<file path="config.mk">
export PLATFORM = sky130hd
export DESIGN_NAME = timer_output_compare_irq
export DESIGN_NICKNAME = d
export VERILOG_FILES = /design/src/include/tmr_pkg.sv /design/src/rtl/chan_compare.sv /design/src/rtl/tick_prescale.sv /design/src/rtl/timer_output_compare_irq.sv
export SDC_FILE = /design/constraint.sdc
export NUM_CORES = 1
export LEC_CHECK = 0
export BUFFER_PORTS_ARGS = -buffer_cell sky130_fd_sc_hd__buf_2
export CAP_MARGIN = 20
export CORE_MARGIN = 5
export CORE_UTILIZATION = 62
export CTS_BUF_LIST = sky130_fd_sc_hd__clkbuf_16
export DETAILED_ROUTE_END_ITERATION = 16
export MAX_ROUTING_LAYER = met4
export PLACE_DENSITY = 0.79
export SYNTH_ARGS = -nofsm -noshare
export SYNTH_HDL_FRONTEND = slang
export SYNTH_HIERARCHICAL = 1
export SYNTH_SLANG_ARGS = --single-unit
export TNS_END_PERCENT = 5
</file>
<file path="constraint.sdc">
create_clock -name clk_in -period 3.1 [get_ports clk_in]
set_input_delay 0.775 -clock clk_in [delete_from_list [all_inputs] [get_ports clk_in]]
set_output_delay 0.775 -clock clk_in [all_outputs]
set_load 0.03 [all_outputs]
</file>
<file path="src/include/tmr_pkg.sv">
// package of constants for the timer compare/interrupt block
// assumes a byte-wide special function register port and one system clock
package tmr_pkg;
  // register addresses
  localparam logic [7:0] ADDR_CNT_LOW   = 8'he2;
  localparam logic [7:0] ADDR_CNT_HIGH  = 8'he3;
  localparam logic [7:0] ADDR_CTL       = 8'he4;
  localparam logic [7:0] ADDR_CCTL0     = 8'he5;
  localparam logic [7:0] ADDR_CCTL1     = 8'he6;
  localparam logic [7:0] ADDR_CCTL2     = 8'he7;
  localparam logic [7:0] ADDR_CC0L      = 8'hda;
  localparam logic [7:0] ADDR_CC0H      = 8'hdb;
  localparam logic [7:0] ADDR_CC1L      = 8'hdc;
  localparam logic [7:0] ADDR_CC1H      = 8'hdd;
  localparam logic [7:0] ADDR_CC2L      = 8'hde;
  localparam logic [7:0] ADDR_CC2H      = 8'hdf;
  localparam logic [7:0] ADDR_IRQ_MASK  = 8'hd8;
  // field positions
  localparam int CTL_FLAG_LSB = 4;
  localparam int CTL_DIV_LSB  = 2;
  localparam int CTL_MODE_LSB = 0;
  localparam int CCTL_IM      = 6;
  localparam int CCTL_CMP_LSB = 3;
  localparam int CCTL_MODE    = 2;
  localparam int OVF_MASK_BIT = 6;
  // reset values
  localparam logic [7:0] CTL_RESET      = 8'h00;
  localparam logic [7:0] CCTL_RESET     = 8'h40;
  localparam logic [7:0] CNT_RESET      = 8'h00;
  localparam logic [7:0] IRQ_MASK_RESET = 8'h00;
  localparam logic [15:0] CC_RESET      = 16'h0000;
  // prescaler division counts
  localparam logic [6:0] DIV1_LAST   = 7'h00;
  localparam logic [6:0] DIV8_LAST   = 7'h07;
  localparam logic [6:0] DIV32_LAST  = 7'h1f;
  localparam logic [6:0] DIV128_LAST = 7'h7f;
  // counter modes
  typedef enum logic [1:0] {
    CNT_HALT,
    CNT_FREE,
    CNT_MODULO,
    CNT_UPDOWN
  } count_mode_t;
  // compare actions
  localparam logic [2:0] CMP_SET      = 3'h0;
  localparam logic [2:0] CMP_CLEAR    = 3'h1;
  localparam logic [2:0] CMP_TOGGLE   = 3'h2;
  localparam logic [2:0] CMP_SET_UP   = 3'h3;
  localparam logic [2:0] CMP_CLR_UP   = 3'h4;
  localparam logic [2:0] CMP_PWM_HIGH = 3'h6;
  localparam logic [2:0] CMP_PWM_LOW  = 3'h7;
  localparam logic [15:0] CNT_TOP     = 16'hffff;
  localparam logic [15:0] CNT_ZERO    = 16'h0000;
endpackage : tmr_pkg

</file>
<file path="src/rtl/chan_compare.sv">
// one output compare channel: buffered compare value and pin level
// assumes the counter and tick come from the parent on the same clock
`timescale 1ns/100ps
`default_nettype none
module chan_compare #(
  parameter bit PWM_EDGE_OK = 1'b1
) (
  input  wire logic        clk_in,
  input  wire logic        rst_in,
  input  wire logic        tick_in,
  input  wire logic [15:0] cnt_in,
  input  wire logic        up_in,
  input  wire logic        updown_in,
  input  wire logic        terminal_in,
  input  wire logic        cmp_en_in,
  input  wire logic [2:0]  cmp_sel_in,
  input  wire logic        low_wr_in,
  input  wire logic        high_wr_in,
  input  wire logic [7:0]  wdata_in,
  output logic             match_out,
  output logic             level_out,
  output logic [15:0]      value_out
);
  logic [7:0]  low_buf_r;
  logic [15:0] pend_r;
  logic        pend_vld_r;
  logic        zero;
  logic        immediate;
  logic        nxt;

  // modes 1..3 take a new value at once, the others wait for zero
  assign immediate = (cmp_sel_in >= tmr_pkg::CMP_CLEAR) && (cmp_sel_in <= tmr_pkg::CMP_SET_UP);
  assign zero      = tick_in && (cnt_in == tmr_pkg::CNT_ZERO);
  // one evaluation per active tick
  assign match_out = tick_in && cmp_en_in && (cnt_in == value_out); // see RULE2 see RULE20

  // low byte waits in a buffer until the high byte arrives
  always_ff @(posedge clk_in or posedge rst_in) begin
    if (rst_in) begin
      low_buf_r  <= 8'h00;
      pend_r     <= tmr_pkg::CC_RESET;
      pend_vld_r <= 1'b0;
      value_out  <= tmr_pkg::CC_RESET;
    end else begin
      if (low_wr_in) begin
        low_buf_r <= wdata_in; // see RULE4
      end
      if (high_wr_in && immediate) begin
        value_out  <= {wdata_in, low_buf_r}; // see RULE5
        pend_vld_r <= 1'b0;
      end else if (high_wr_in) begin
        pend_r     <= {wdata_in, low_buf_r};
        pend_vld_r <= 1'b1;
      end else if (zero && pend_vld_r) begin
        value_out  <= pend_r; // see RULE5
        pend_vld_r <= 1'b0;
      end
    end
  end

  // pin action; a match in the same tick as zero wins
  always_comb begin
    nxt = level_out;
    case (cmp_sel_in)
      tmr_pkg::CMP_SET:    if (match_out) nxt = 1'b1;
      tmr_pkg::CMP_CLEAR:  if (match_out) nxt = 1'b0;
      tmr_pkg::CMP_TOGGLE: if (match_out) nxt = ~level_out;
      tmr_pkg::CMP_SET_UP: begin
        if (match_out && up_in) nxt = 1'b1;
        else if (updown_in ? (match_out && !up_in) : zero) nxt = 1'b0;
      end
      tmr_pkg::CMP_CLR_UP: begin
        if (match_out && up_in) nxt = 1'b0;
        else if (updown_in ? (match_out && !up_in) : zero) nxt = 1'b1;
      end
      tmr_pkg::CMP_PWM_HIGH: begin
        if (!PWM_EDGE_OK) nxt = level_out; // see RULE6
        else if (match_out) nxt = 1'b1; // see RULE13
        else if (tick_in && terminal_in) nxt = 1'b0;
      end
      tmr_pkg::CMP_PWM_LOW: begin
        if (!PWM_EDGE_OK) nxt = level_out; // see RULE6
        else if (match_out) nxt = 1'b0; // see RULE13
        else if (tick_in && terminal_in) nxt = 1'b1;
      end
      default: begin
        // mode 5 inverts mode 4 in up/down; channel 0 and other counts hold
        if (PWM_EDGE_OK && updown_in && match_out) nxt = up_in; // see RULE14
      end
    endcase
  end

  // registered level keeps the pin free of glitches
  always_ff @(posedge clk_in or posedge rst_in) begin
    if (rst_in) begin
      level_out <= 1'b0;
    end else if (cmp_en_in) begin
      level_out <= nxt; // see RULE3 see RULE14
    end
  end
endmodule : chan_compare
`default_nettype wire

</file>
<file path="src/rtl/tick_prescale.sv">
// prescaler turning the global timer tick into the counter's active tick
// assumes tick_in is a one-cycle enable from logic on the same clock
`timescale 1ns/100ps
`default_nettype none
module tick_prescale (
  input  wire logic       clk_in,
  input  wire logic       rst_in,
  input  wire logic       tick_in,
  input  wire logic [1:0] div_sel_in,
  output logic            tick_out
);
  logic [6:0] pre_r;
  logic [6:0] last;

  // division limit picked by the divider field
  always_comb begin
    case (div_sel_in)
      2'h0:    last = tmr_pkg::DIV1_LAST;
      2'h1:    last = tmr_pkg::DIV8_LAST;
      2'h2:    last = tmr_pkg::DIV32_LAST;
      default: last = tmr_pkg::DIV128_LAST;
    endcase
  end

  // count global ticks; a shrunk divider restarts cleanly via the >= test
  always_ff @(posedge clk_in or posedge rst_in) begin
    if (rst_in) begin
      pre_r    <= 7'h00;
      tick_out <= 1'b0;
    end else begin
      tick_out <= 1'b0;
      if (tick_in) begin
        if (pre_r >= last) begin
          pre_r    <= 7'h00;
          tick_out <= 1'b1;
        end else begin
          pre_r <= pre_r + 7'h01;
        end
      end
    end
  end
endmodule : tick_prescale
`default_nettype wire

</file>
<file path="src/rtl/timer_output_compare_irq.sv">
// timer counter, compare channels, flags, interrupt request and dma triggers
// assumes a byte register port with one-cycle read/write strobes on clk_in
// Contract
// RULE1: compare-configured channel pin is driven once the timer has started.
// RULE2: counter equal to compare value sets, clears or toggles output per mode.
// RULE3: output pin edges are glitch-free within one compare mode.
// RULE4: compare low byte write is buffered until the high byte write.
// RULE5: modes 1-3 apply new value at once; others at counter zero.
// RULE6: channel 0 has no compare modes 6 and 7.
// RULE7: a compare match sets that channel's event flag.
// RULE8: one interrupt request for terminal count, capture and compare events.
// RULE9: request only when event flag and its mask bit are both set.
// RULE10: software clears a pending flag before another request for it.
// RULE11: setting a mask while its flag is set issues a new request.
// RULE12: three dma triggers, each pulsing on its channel's compare.
// RULE13: modes 6 and 7 on channels 1, 2 pick edge-aligned pwm polarity.
// RULE14: up/down mode with modes 4, 5 gives centre-aligned opposite pwm.
// RULE15: up/down period is twice channel 0 value; dead time cc1 minus cc2.
// RULE16: count high register returns byte latched at last count low read.
// RULE17: any count low write clears counter; its read returns low byte.
// RULE18: compare field: set, clear, toggle, set-up/clear-zero, and its inverse.
// RULE19: writing one to an event flag leaves it; writing zero clears it.
// RULE20: matches are evaluated once per active tick.
`timescale 1ns/100ps
`default_nettype none
module timer_output_compare_irq (
  input  wire logic       clk_in,
  input  wire logic       rst_in,
  input  wire logic       tick_in,
  input  wire logic [7:0] sfr_addr_in,
  input  wire logic       sfr_wr_in,
  input  wire logic       sfr_rd_in,
  input  wire logic [7:0] sfr_wdata_in,
  input  wire logic [2:0] capture_event_in,
  output logic [7:0]      sfr_rdata_out,
  output logic [2:0]      chan_pin_out,
  output logic [2:0]      chan_pin_oe_n_out,
  output logic            irq_req_out,
  output logic            dma_trig_chan0_out,
  output logic            dma_trig_chan1_out,
  output logic            dma_trig_chan2_out,
  output logic [15:0]     counter_value_out,
  output logic [1:0]      count_mode_out
);
  // channel index of a control register address, 3 when none
  function automatic logic [1:0] cctl_idx(input logic [7:0] a);
    case (a)
      tmr_pkg::ADDR_CCTL0: cctl_idx = 2'h0;
      tmr_pkg::ADDR_CCTL1: cctl_idx = 2'h1;
      tmr_pkg::ADDR_CCTL2: cctl_idx = 2'h2;
      default:             cctl_idx = 2'h3;
    endcase
  endfunction : cctl_idx

  // compare byte address: index in [2:1], high byte in [0], valid in [3]
  function automatic logic [3:0] cc_dec(input logic [7:0] a);
    case (a)
      tmr_pkg::ADDR_CC0L: cc_dec = 4'h8;
      tmr_pkg::ADDR_CC0H: cc_dec = 4'h9;
      tmr_pkg::ADDR_CC1L: cc_dec = 4'ha;
      tmr_pkg::ADDR_CC1H: cc_dec = 4'hb;
      tmr_pkg::ADDR_CC2L: cc_dec = 4'hc;
      tmr_pkg::ADDR_CC2H: cc_dec = 4'hd;
      default:            cc_dec = 4'h0;
    endcase
  endfunction : cc_dec

  logic [3:0]  flags_r;
  logic [1:0]  div_r;
  logic [7:0]  cctl_r [3];
  logic        ovf_mask_r;
  logic [7:0]  cnt_high_r;
  logic        up_r;
  logic        started_r;
  logic [3:0]  pend_q_r;
  logic        timer_tick;
  logic        terminal;
  logic        ovf_event;
  logic        cnt_clear;
  logic [3:0]  pend;
  logic [3:0]  flag_set;
  logic [2:0]  match;
  logic [2:0]  level;
  logic [15:0] cc_val [3];
  logic [3:0]  wr_cc;
  logic [3:0]  rd_cc;
  logic [7:0]  rd_mux;
  tmr_pkg::count_mode_t mode;

  assign mode      = tmr_pkg::count_mode_t'(count_mode_out);
  assign wr_cc     = sfr_wr_in ? cc_dec(sfr_addr_in) : 4'h0;
  assign rd_cc     = cc_dec(sfr_addr_in);
  assign cnt_clear = sfr_wr_in && (sfr_addr_in == tmr_pkg::ADDR_CNT_LOW);

  tick_prescale u_pre (
    .clk_in     (clk_in),
    .rst_in     (rst_in),
    .tick_in    (tick_in),
    .div_sel_in (div_r),
    .tick_out   (timer_tick)
  );

  // end of the counting period for each counter mode
  always_comb begin
    case (mode)
      tmr_pkg::CNT_FREE:   terminal = (counter_value_out == tmr_pkg::CNT_TOP);
      tmr_pkg::CNT_MODULO: terminal = (counter_value_out == cc_val[0]);
      tmr_pkg::CNT_UPDOWN: terminal = up_r && (counter_value_out == cc_val[0]);
      default:             terminal = 1'b0;
    endcase
  end

  // up/down does not raise the terminal count flag
  assign ovf_event = timer_tick && terminal && (mode != tmr_pkg::CNT_UPDOWN);

  // the 16-bit counter; a clear from software outranks a tick
  always_ff @(posedge clk_in or posedge rst_in) begin
    if (rst_in) begin
      counter_value_out <= tmr_pkg::CNT_ZERO;
      up_r              <= 1'b1;
    end else if (cnt_clear) begin
      counter_value_out <= tmr_pkg::CNT_ZERO; // see RULE17
      up_r              <= 1'b1;
    end else if (timer_tick) begin
      case (mode)
        tmr_pkg::CNT_FREE, tmr_pkg::CNT_MODULO: begin
          if (terminal) counter_value_out <= tmr_pkg::CNT_ZERO;
          else counter_value_out <= counter_value_out + 16'h0001;
        end
        tmr_pkg::CNT_UPDOWN: begin
          // turn at channel 0 value and at zero: period is twice that value
          if (up_r && (counter_value_out >= cc_val[0])) begin
            up_r <= 1'b0; // see RULE15
            if (counter_value_out != tmr_pkg::CNT_ZERO) begin
              counter_value_out <= counter_value_out - 16'h0001;
            end
          end else if (!up_r && (counter_value_out == tmr_pkg::CNT_ZERO)) begin
            up_r <= 1'b1;
            if (cc_val[0] != tmr_pkg::CNT_ZERO) begin
              counter_value_out <= counter_value_out + 16'h0001;
            end
          end else if (up_r) begin
            counter_value_out <= counter_value_out + 16'h0001;
          end else begin
            counter_value_out <= counter_value_out - 16'h0001;
          end
        end
        default: counter_value_out <= counter_value_out;
      endcase
    end
  end

  // control and status register: divider, mode and event flags
  always_ff @(posedge clk_in or posedge rst_in) begin
    if (rst_in) begin
      div_r          <= tmr_pkg::CTL_RESET[tmr_pkg::CTL_DIV_LSB +: 2];
      count_mode_out <= tmr_pkg::CTL_RESET[tmr_pkg::CTL_MODE_LSB +: 2];
    end else if (sfr_wr_in && (sfr_addr_in == tmr_pkg::ADDR_CTL)) begin
      div_r          <= sfr_wdata_in[tmr_pkg::CTL_DIV_LSB +: 2];
      count_mode_out <= sfr_wdata_in[tmr_pkg::CTL_MODE_LSB +: 2];
    end
  end

  // flag order is {ch2, ch1, ch0, terminal}; captures share the channel flags
  assign flag_set = {match | capture_event_in, ovf_event}; // see RULE7 see RULE8

  // writing zero clears, writing one keeps; a same-cycle event still wins
  always_ff @(posedge clk_in or posedge rst_in) begin
    if (rst_in) begin
      flags_r <= tmr_pkg::CTL_RESET[tmr_pkg::CTL_FLAG_LSB +: 4];
    end else if (sfr_wr_in && (sfr_addr_in == tmr_pkg::ADDR_CTL)) begin
      flags_r <= (flags_r & sfr_wdata_in[tmr_pkg::CTL_FLAG_LSB +: 4]) | flag_set; // see RULE19
    end else begin
      flags_r <= flags_r | flag_set;
    end
  end

  // channel control registers
  always_ff @(posedge clk_in or posedge rst_in) begin
    if (rst_in) begin
      for (int i = 0; i < 3; i++) begin
        cctl_r[i] <= tmr_pkg::CCTL_RESET;
      end
    end else if (sfr_wr_in && (cctl_idx(sfr_addr_in) != 2'h3)) begin
      cctl_r[cctl_idx(sfr_addr_in)] <= sfr_wdata_in;
    end
  end

  // terminal count mask lives in its own register
  always_ff @(posedge clk_in or posedge rst_in) begin
    if (rst_in) begin
      ovf_mask_r <= tmr_pkg::IRQ_MASK_RESET[tmr_pkg::OVF_MASK_BIT];
    end else if (sfr_wr_in && (sfr_addr_in == tmr_pkg::ADDR_IRQ_MASK)) begin
      ovf_mask_r <= sfr_wdata_in[tmr_pkg::OVF_MASK_BIT];
    end
  end

  // three compare channels; channel 0 lacks the edge pwm modes
  for (genvar g = 0; g < 3; g++) begin : g_chan
    chan_compare #(
      .PWM_EDGE_OK (g != 0)
    ) u_chan (
      .clk_in      (clk_in),
      .rst_in      (rst_in),
      .tick_in     (timer_tick),
      .cnt_in      (counter_value_out),
      .up_in       (up_r),
      .updown_in   (mode == tmr_pkg::CNT_UPDOWN),
      .terminal_in (terminal),
      .cmp_en_in   (cctl_r[g][tmr_pkg::CCTL_MODE] && started_r),
      .cmp_sel_in  (cctl_r[g][tmr_pkg::CCTL_CMP_LSB +: 3]), // see RULE18
      .low_wr_in   (wr_cc[3] && (wr_cc[2:1] == 2'(g)) && !wr_cc[0]),
      .high_wr_in  (wr_cc[3] && (wr_cc[2:1] == 2'(g)) && wr_cc[0]),
      .wdata_in    (sfr_wdata_in),
      .match_out   (match[g]),
      .level_out   (level[g]),
      .value_out   (cc_val[g])
    );
  end

  // the timer counts as started once any counting mode is chosen
  always_ff @(posedge clk_in or posedge rst_in) begin
    if (rst_in) begin
      started_r <= 1'b0;
    end else if (mode != tmr_pkg::CNT_HALT) begin
      started_r <= 1'b1;
    end
  end

  // pins: enable is low while driving; a capture channel releases its pin
  always_ff @(posedge clk_in or posedge rst_in) begin
    if (rst_in) begin
      chan_pin_out      <= 3'h0;
      chan_pin_oe_n_out <= 3'h7;
    end else begin
      chan_pin_out <= level; // see RULE3
      for (int i = 0; i < 3; i++) begin
        chan_pin_oe_n_out[i] <= !(cctl_r[i][tmr_pkg::CCTL_MODE] && started_r); // see RULE1
      end
    end
  end

  // dma triggers follow each channel's match one cycle later
  always_ff @(posedge clk_in or posedge rst_in) begin
    if (rst_in) begin
      dma_trig_chan0_out <= 1'b0;
      dma_trig_chan1_out <= 1'b0;
      dma_trig_chan2_out <= 1'b0;
    end else begin
      dma_trig_chan0_out <= match[0]; // see RULE12
      dma_trig_chan1_out <= match[1]; // see RULE12
      dma_trig_chan2_out <= match[2]; // see RULE12
    end
  end

  // masked pending events; a request fires only on a new pending bit
  assign pend = flags_r & {cctl_r[2][tmr_pkg::CCTL_IM], cctl_r[1][tmr_pkg::CCTL_IM],
                           cctl_r[0][tmr_pkg::CCTL_IM], ovf_mask_r}; // see RULE9

  // a still-set flag blocks a repeat, but unmasking a set flag re-fires
  always_ff @(posedge clk_in or posedge rst_in) begin
    if (rst_in) begin
      pend_q_r    <= 4'h0;
      irq_req_out <= 1'b0;
    end else begin
      pend_q_r    <= pend;
      irq_req_out <= |(pend & ~pend_q_r); // see RULE8 see RULE10 see RULE11
    end
  end

  // read data mux
  always_comb begin
    rd_mux = 8'h00;
    if (rd_cc[3]) begin
      rd_mux = rd_cc[0] ? cc_val[rd_cc[2:1]][15:8] : cc_val[rd_cc[2:1]][7:0];
    end else if (cctl_idx(sfr_addr_in) != 2'h3) begin
      rd_mux = cctl_r[cctl_idx(sfr_addr_in)];
    end else begin
      case (sfr_addr_in)
        tmr_pkg::ADDR_CNT_LOW:  rd_mux = counter_value_out[7:0]; // see RULE17
        tmr_pkg::ADDR_CNT_HIGH: rd_mux = cnt_high_r; // see RULE16
        tmr_pkg::ADDR_CTL:      rd_mux = {flags_r, div_r, count_mode_out};
        tmr_pkg::ADDR_IRQ_MASK: rd_mux = 8'(ovf_mask_r) << tmr_pkg::OVF_MASK_BIT;
        default:                rd_mux = 8'h00;
      endcase
    end
  end

  // read data register and the high byte snapshot on a low byte read
  always_ff @(posedge clk_in or posedge rst_in) begin
    if (rst_in) begin
      sfr_rdata_out <= 8'h00;
      cnt_high_r    <= tmr_pkg::CNT_RESET;
    end else if (sfr_rd_in) begin
      sfr_rdata_out <= rd_mux;
      if (sfr_addr_in == tmr_pkg::ADDR_CNT_LOW) begin
        cnt_high_r <= counter_value_out[15:8]; // see RULE16
      end
    end
  end
endmodule : timer_output_compare_irq
`default_nettype wire

</file>
==> results of run 1 <==
## power groups by stage
stage / combinational (mW) / sequential, mW / clock, mW
floorplan: 0.892 / 3.20 / 0
global placement: 1.38 / 3.16 / 0
detailed placement: 1.41 / 3.17 / 0
CTS: 1.42 / 3.12 / 2.71
global route: 1.58 / 3.13 / 2.84
finish: 1.45 / 3.12 / 2.67
## cells by family after synthesis
kind of cell    share of synthesized area
simple gates                        0.157
flops                               0.444
compound gates                      0.113
mux                                 0.181
buf+inv                            0.0396
xor+xnor                           0.0361
fa+ha+maj                          0.0299
## routing by layer
layer  GRT usage  wire, um  up-vias
met2       0.486     15900      494
li1            -         -     4355
met4       0.143      1710        0
met1       0.450     14200     4739
met5           -         0        -
met3      0.0466      2890      135
## metrics by stage
step                      cells  utilization
final                      1517        0.705
after global routing       1517        0.705
after CTS                  1516        0.703
after detailed placement   1474        0.666
after global placement     1474        0.666
after floorplan            1155            -
## path summary, 6_finish.rpt
| path | to | startpoint |
|---|---|---|
| min in group clk_in | flags_r[2] | capture_event_in[1] |
| hold / removal | sfr_rdata_out[6] | rst_in |
| setup reg to reg | counter_value_out[15] | counter_value_out[5] |
| setup / recovery | counter_value_out[15] | counter_value_out[5] |
| max in group asynchronous | cctl_r[22] | rst_in |
| hold reg to reg | chan_pin_out[2] | g_chan[2].u_chan/level_out |
## final cells by class
type | instances | area (sq um)
Clock buffer | 23 | 576
Clock inverter | 19 | 143
Fill cell | 1448 | 5720
Inverter | 42 | 159
Multi-Input combinational cell | 835 | 6290
Sequential cell | 215 | 5390
Tap cell | 265 | 332
Timing Repair Buffer | 118 | 796
## worst reg2reg max path: stages (launching register included)
cell and delay (ns):
dfrtp_1 0.54, buf_4 0.27, or4_4 0.51, nor2_8 0.18
nand4b_4 0.16, o21ai_4 0.37, o21ai_0 0.14, a21oi_1 0.28
mux2i_1 0.24
## synth_stat cells, drive strengths merged (6+ instances only)
library cell,count,area [sq um]
nor3,30,165
ha,29,363
and3,9,56.3
dfrtp,208,5200
a22oi,9,67.6
o2111ai,12,105
or2b,9,67.6
nor2b,6,37.5
dfstp,7,184
a211oi,7,77.6
xnor2,28,245
inv,42,158
or3,6,37.5
o21ai,36,195
nand4,24,165
mux2,113,1270
nand2b,12,75.1
nor2,85,338
clkbuf,30,114
buf,33,209
mux4,9,203
a21oi,102,514
nor4,26,229
mux2i,72,721
nand3,29,150
xor2,22,193
nand2,82,308
## sequential cells by signal, indices dropped and copies added, names as in the netlist, 4 cells and up
name,count
cctl_r,24
cnt_high_r,8
counter_value_out,16
flags_r,4
g_chan.u_chan/low_buf_r,24
g_chan.u_chan/pend_r,48
g_chan.u_chan/value_out,48
pend_q_r,4
sfr_rdata_out,8
u_pre/pre_r,7
==> flow_metrics.tcl, run 1 <==
set metrics [dict create \
    p_int_mw 4.98 \
    antenna_cells 0 \
    root_buffer "clkbuf_16" \
    layout_setup_ws_ns 0.310 \
    hold_buffers 0 \
    grt_use_total 0.326 \
    r2r_cells 8 \
    cts_buffer_depth 3 \
    postCtsSetupBuffers 0 \
    insertion_delay_ns 0.53 \
    synth_area_sq_um 12100 \
    wl_mm 34.7 \
    setup_tns_ns 0 \
    finalHoldViolations 0 \
    end_kind "register" \
    synthFlopType "dfrtp_1" \
    ys_types 83 \
    antenna_found_initial 0 \
    fin_crit_sh 0.900 \
    synth-async-reset-ratio 1.00 \
    cp.buffers_inverters 1 \
    cp_num_cells 8 \
    hold_path_class "input port to async pin" \
    critical_path.max_fanout 16 \
    cap_viol_max_count 0 \
    grt_pass1_vias 9651 \
    status "complete, no violations" \
    power_mw 7.24 \
    net-switching-power_mw 2.26 \
    max_stage_delay_ns 0.54 \
    drt_iter0_drc 956 \
    cts-buffers-inserted 23 \
    rows 51 \
    cp_top_family "simple AND/OR/NAND/NOR gates" \
    arrival_ns 3.22 \
    power_switching_share 0.312 \
    dr.pass1.iters 5 \
    final-setup-viol-count 0 \
    synth_nets 1208 \
    portBuffers 59 \
    fin_area_sq_um 13700 \
    pwr-share-comb 0.201 \
    pre_cts_slack_ns 0.130 \
    yosysWarnings 6 \
    syn_area_per_cell_sq_um 10.5 \
    dp_hpwl_mm 24.2 \
    worst_pin_slew_ns 0.602 \
    gp_congestion 0.992 \
    ys_ff_latch 215 \
    setup.worst_path.class "register to register" \
    p_per_area_nw_per_um2 529 \
    area_growth_pct 12.7 \
    clk_pin_slew_ns 0.06 \
    overflow 0 \
    cts-htree-levels 1 \
    hold_ws_ns 0.317 \
    nNetsFinal 1288 \
    core_sq_um 19400 \
    final_cell_mix "208 x dfrtp_1, 108 x mux2_2, 100 x a21oi_1, 83 x nor2_1, 82 x nand2_1" \
    die_w_um 150 \
    ant_nets 0 \
    skew_ns 0.0247 \
    drive_above_1_share 0.250 \
    drc 0 \
    slew-limit-headroom 0.599 \
    worstPathCellList "buf_4 -> or4_4 -> nor2_8 -> nand4b_4 -> o21ai_4 -> o21ai_0 -> a21oi_1 -> mux2i_1" \
    r2r_slack_ns 0.31 \
    required_ns 3.52 \
    start_util 0.626 \
    cts.repair.resized 0 \
    pwr-share-clk 0.369 \
    chipHeight_um 150 \
    via_count 9723 \
    seq_power_share 0.431 \
    cts_num_sinks 215 \
    period_needed_ns 2.79 \
    grt_max_degree 67 \
    leakage_nw 6.73 \
    postPlaceCellArea_sq_um 12900 \
    synthCells 1155 \
    grt_pass1_wl_mm 55.2 \
    yosysSeqAreaShare 0.444 \
    rsz0062_at_grt "no" \
    fmax_ghz 0.358 \
    dieArea_sq_um 22500 \
    synth_edf_count 0 \
    critPathLaunchType "register" \
    slew_viol_final 0 \
    via_per_inst 6.41 \
    cts_tree "yes" \
    final_common_cell "dfrtp_1" \
    slowest_stage "dfrtp_1" \
    ios 60 \
    ir_drop_mv 0.371 \
    routedWlPerCell_um 22.8 \
]
Power figures use the tool's default switching activity.
==> run 2: changes to the inputs <==
CTS_BUF_LIST = not set   (was sky130_fd_sc_hd__clkbuf_16)
==> flow_metrics.tcl, run 2 (same netlist as run 1, synthesis figures left out) <==
set metrics [dict create \
    largestRegisters "g_chan.u_chan/pend_r (48), g_chan.u_chan/value_out (48)" \
    multi_input_area_sq_um 6290 \
    slew_viol_final 0 \
    status "complete, no violations" \
    leakage_nw 6.73 \
    grt_max_degree 67 \
    finalHoldViolations 0 \
    nNetsFinal 1288 \
    insertion_delay_ns 0.53 \
    required_ns 3.51 \
    setup.worst_path.class "register to register" \
    dieArea_sq_um 22500 \
    cp.buffers_inverters 2 \
    seqCellArea_sq_um 5390 \
    r2r_slack_ns 0.30 \
    die_w_um 150 \
    drc 0 \
    layout_setup_ws_ns 0.301 \
    gp_congestion 0.992 \
    arrival_ns 3.21 \
    clk_pin_slew_ns 0.07 \
    overflow 0 \
    antenna_found_initial 0 \
    cts-htree-levels 1 \
    period_needed_ns 2.80 \
    final_cell_mix "208 x dfrtp_1, 108 x mux2_2, 100 x a21oi_1, 83 x nor2_1, 82 x nand2_1" \
    cts_num_sinks 215 \
    via_count 9718 \
    final_common_cell "dfrtp_1" \
    final-setup-viol-count 0 \
    chipHeight_um 150 \
    grt_use_total 0.328 \
    rows 51 \
    core_sq_um 19400 \
    hold_path_class "input port to async pin" \
    fin_crit_sh 0.903 \
    routedWlPerCell_um 23.1 \
    via_per_inst 6.41 \
    pre_cts_slack_ns 0.130 \
    grt_pass1_vias 9700 \
    drive_above_1_share 0.253 \
    wl_mm 35.0 \
    critical_path.max_fanout 5 \
    ios 60 \
    cts_buffer_depth 3 \
    p_per_area_nw_per_um2 539 \
    r2r_cells 12 \
    end_kind "register" \
    critPathLaunchType "register" \
    worstPathCellList "inv_1 -> ha_1 -> nand4_1 -> nor4_2 -> buf_4 -> nand2_1 -> a21oi_2 -> nand2_1 -> nand3_1 -> o2111ai_1 -> nor4_1 -> nor3_2" \
    r2r_end "g_chan[1].u_chan/level_out" \
    antenna_cells 0 \
    slowest_stage "dfrtp_1" \
    setup_tns_ns 0 \
    fin_util 0.707 \
    postCtsSetupBuffers 0 \
    area_growth_pct 13.0 \
    grt_pass1_wl_mm 55.5 \
    cpMostUsedCell "nand2_1" \
    root_buffer "clkbuf_16" \
    worst_pin_slew_ns 0.607 \
    fmax_ghz 0.357 \
    dr.pass1.iters 5 \
    cts_tree "yes" \
    slew-limit-headroom 0.596 \
    max_stage_delay_ns 0.46 \
    power_mw 7.39 \
    cap_viol_max_count 0 \
    cts-buffers-inserted 23 \
    start_util 0.626 \
    timing.rr.start "g_chan[0].u_chan/value_out[14]" \
    skew_ns 0.0211 \
    nFillCells 1438 \
    cp_top_family "simple AND/OR/NAND/NOR gates" \
    ir_drop_mv 0.376 \
    rsz0062_at_grt "no" \
    drt_iter0_drc 915 \
    ant_nets 0 \
    portBuffers 59 \
    dp_hpwl_mm 24.2 \
]
[run 2: power breakdown]
part	internal, mW	switching (mW)
combinational	0.530	0.935
clock	1.64	1.17
sequential	2.94	0.185
[run 2: metal layers]
layer,vias up,wire length (um),track usage
met3,123,2930,0.0457
met2,467,16200,0.495
li1,4357,-,-
met4,0,1510,0.137
met5,-,0,-
met1,4771,14400,0.449
[run 2: stage by stage]
step	cell area (sq um)	std cells	hold slack, ns
6_report	13700	1517	0.284
5_1_grt	13700	1517	0.284
4_1_cts	13700	1516	0.307
3_5_place_dp	12900	1474	0.432
3_3_place_gp	12900	1474	0.419
2_1_floorplan	12100	1155	0.368
[run 2: worst reg2reg max path: cells and delay by family (launching register included)]
family | cells | cell delay [ns]
and+or+nand+nor | 7 | 1.32
DFF | 1 | 0.46
AOI/OAI and AO/OA | 2 | 0.34
adders and majority gates | 1 | 0.32
buffers and inverters | 2 | 0.25
[run 2: worst max-delay path by stage]
stage	start	endpoint	slack, ns	depth (start not counted)
6_report	g_chan[0].u_chan/value_out[14]	g_chan[1].u_chan/level_out	0.30	12
3_5_place_dp	g_chan[0].u_chan/value_out[15]	g_chan[2].u_chan/level_out	0.13	12
5_1_grt	g_chan[0].u_chan/value_out[15]	g_chan[1].u_chan/level_out	0.06	12
4_1_cts	g_chan[0].u_chan/value_out[15]	g_chan[1].u_chan/level_out	0.13	12
2_1_floorplan	sfr_addr_in[4]	g_chan[2].u_chan/pend_r[0]	0.11	10
3_3_place_gp	g_chan[0].u_chan/value_out[15]	g_chan[1].u_chan/level_out	0.13	12
[run 2: layout make-up]
class | count | area share
Clock inverter | 9 | 0.00766
Sequential cell | 215 | 0.393
Multi-Input combinational cell | 835 | 0.458
Timing Repair Buffer | 118 | 0.0580
Tap cell | 265 | 0.0242
Clock buffer | 33 | 0.0476
Inverter | 42 | 0.0116
[run 2: repair_timing]
| action | in CTS | in global routing |
|---|---|---|
| hold buffers | 0 | 0 |
| gates resized for setup | 0 | 4 |
| setup endpoints to repair | 0 | 5 |
==> run 3: changes to the inputs <==
CORE_UTILIZATION = 55   (was 62)
PLACE_DENSITY = 0.72   (was 0.79)
==> flow_metrics.tcl, run 3 (same netlist as run 1, synthesis figures left out) <==
set metrics [dict create \
    critical_path.max_fanout 5 \
    dp.cells 1490 \
    final-setup-viol-count 0 \
    chipHeight_um 159 \
    nFillCells 1771 \
    ir_drop_mv 0.423 \
    gp_congestion 0.942 \
    cts-buffers-inserted 24 \
    dp_hpwl_mm 24.6 \
    status "complete, no violations" \
    portBuffers 59 \
    cp.buffers_inverters 2 \
    fin_crit_sh 0.947 \
    drive_above_1_share 0.252 \
    drc 0 \
    dr.pass1.iters 8 \
    pwr-share-comb 0.201 \
    power_switching_share 0.312 \
    setup_tns_ns 0 \
    fmax_ghz 0.341 \
    grt_pass1_vias 9312 \
    area_growth_pct 13.0 \
    fin_util 0.631 \
    postPlaceCellArea_sq_um 13000 \
    cts_tree "yes" \
    core_sq_um 21800 \
    slew_viol_final 0 \
    cp_top_family "simple AND/OR/NAND/NOR gates" \
    worstPathCellList "inv_1 -> ha_1 -> nand4_1 -> nor4_1 -> buf_4 -> nand2_1 -> a21oi_1 -> nand2_1 -> nand3_1 -> o2111ai_1 -> nor4_1 -> nor3_2" \
    p_int_mw 5.06 \
    r2r_end "g_chan[2].u_chan/level_out" \
    cts_buffer_depth 3 \
    slew-limit-headroom 0.585 \
    layout_setup_ws_ns 0.165 \
    setup.worst_path.class "register to register" \
    drt_iter0_drc 848 \
    net-switching-power_mw 2.29 \
    slowest_stage "dfrtp_1" \
    ant_nets 0 \
    seq_power_share 0.423 \
    die_w_um 159 \
    wl_mm 35.3 \
    cap_viol_max_count 0 \
    power_mw 7.35 \
    via_count 9630 \
    skew_ns 0.0130 \
    cts.repair.resized 0 \
    arrival_ns 3.35 \
    hold_ws_ns 0.300 \
    critPathLaunchType "register" \
    grt_pass1_wl_mm 54.3 \
    hold_buffers 0 \
    required_ns 3.51 \
    leakage_nw 6.72 \
    nNetsFinal 1289 \
    period_needed_ns 2.93 \
    pwr-share-clk 0.376 \
    final_common_cell "dfrtp_1" \
    ios 60 \
    dieArea_sq_um 25100 \
    timing.rr.start "g_chan[0].u_chan/value_out[14]" \
    finalHoldViolations 0 \
    grt_max_degree 44 \
    cts-htree-levels 1 \
    rows 54 \
    clk_pin_slew_ns 0.06 \
    pre_cts_slack_ns 0.194 \
    r2r_slack_ns 0.17 \
    grt_use_total 0.290 \
    rsz0062_at_grt "no" \
    cts_num_sinks 215 \
    worst_pin_slew_ns 0.622 \
    routedWlPerCell_um 23.1 \
    p_per_area_nw_per_um2 536 \
    largestRegisters "g_chan.u_chan/pend_r (48), g_chan.u_chan/value_out (48)" \
    max_stage_delay_ns 0.46 \
    overflow 0 \
    start_util 0.558 \
    final_cell_mix "208 x dfrtp_1, 108 x mux2_2, 101 x a21oi_1, 83 x nor2_1, 82 x nand2_1" \
    insertion_delay_ns 0.53 \
    root_buffer "clkbuf_16" \
    hold_path_class "input port to async pin" \
    antenna_found_initial 0 \
    end_kind "register" \
    fin_area_sq_um 13700 \
    via_per_inst 6.28 \
    r2r_cells 12 \
    stdcell_count 1533 \
    postCtsSetupBuffers 0 \
]
-- run 3: changes by cell type in the layout (fill, tap and decap cells not counted), sizes merged --
cell,before,now
bufinv,2,1
diode,0,1
clkinv,6,9
inv,42,40
clkbuf,33,32
clkinvlp,1,2
-- run 3: cell type report --
class / count / area (sq um) / area share
Multi-Input combinational cell: 835 / 6280 / 0.458
Sequential cell: 215 / 5390 / 0.393
Antenna cell: 1 / 2.50 / 0.000182
Inverter: 42 / 159 / 0.0116
Clock inverter: 10 / 106 / 0.00775
Timing Repair Buffer: 118 / 776 / 0.0565
Clock buffer: 32 / 661 / 0.0481
Tap cell: 280 / 350 / 0.0255
-- run 3: power by group through the flow --
stage / registers, mW / clock network (mW) / logic, mW
2_1_floorplan: 3.20 / 0 / 0.892
3_3_place_gp: 3.15 / 0 / 1.41
3_5_place_dp: 3.15 / 0 / 1.44
4_1_cts: 3.10 / 2.80 / 1.44
5_1_grt: 3.12 / 2.94 / 1.60
6_report: 3.11 / 2.77 / 1.48
-- run 3: worst max path at each step --
stage                                   start                    endpoint  slack, ns  cells past startpoint
6_report       g_chan[0].u_chan/value_out[14]  g_chan[2].u_chan/level_out       0.17                     12
5_1_grt        g_chan[0].u_chan/value_out[14]  g_chan[2].u_chan/level_out      0.002                     12
4_1_cts        g_chan[0].u_chan/value_out[15]        counter_value_out[6]       0.18                      9
3_5_place_dp   g_chan[0].u_chan/value_out[15]        counter_value_out[6]       0.19                      9
3_3_place_gp   g_chan[0].u_chan/value_out[15]       counter_value_out[10]       0.24                      9
2_1_floorplan                  sfr_addr_in[4]  g_chan[2].u_chan/pend_r[0]       0.11                     10
-- run 3: routing by layer --
metal,GRT usage,part of all wire,vias up
met5,-,0,-
met4,0.108,0.042,0
met3,0.0571,0.089,96
met2,0.438,0.45,433
met1,0.390,0.42,4750
li1,-,-,4351
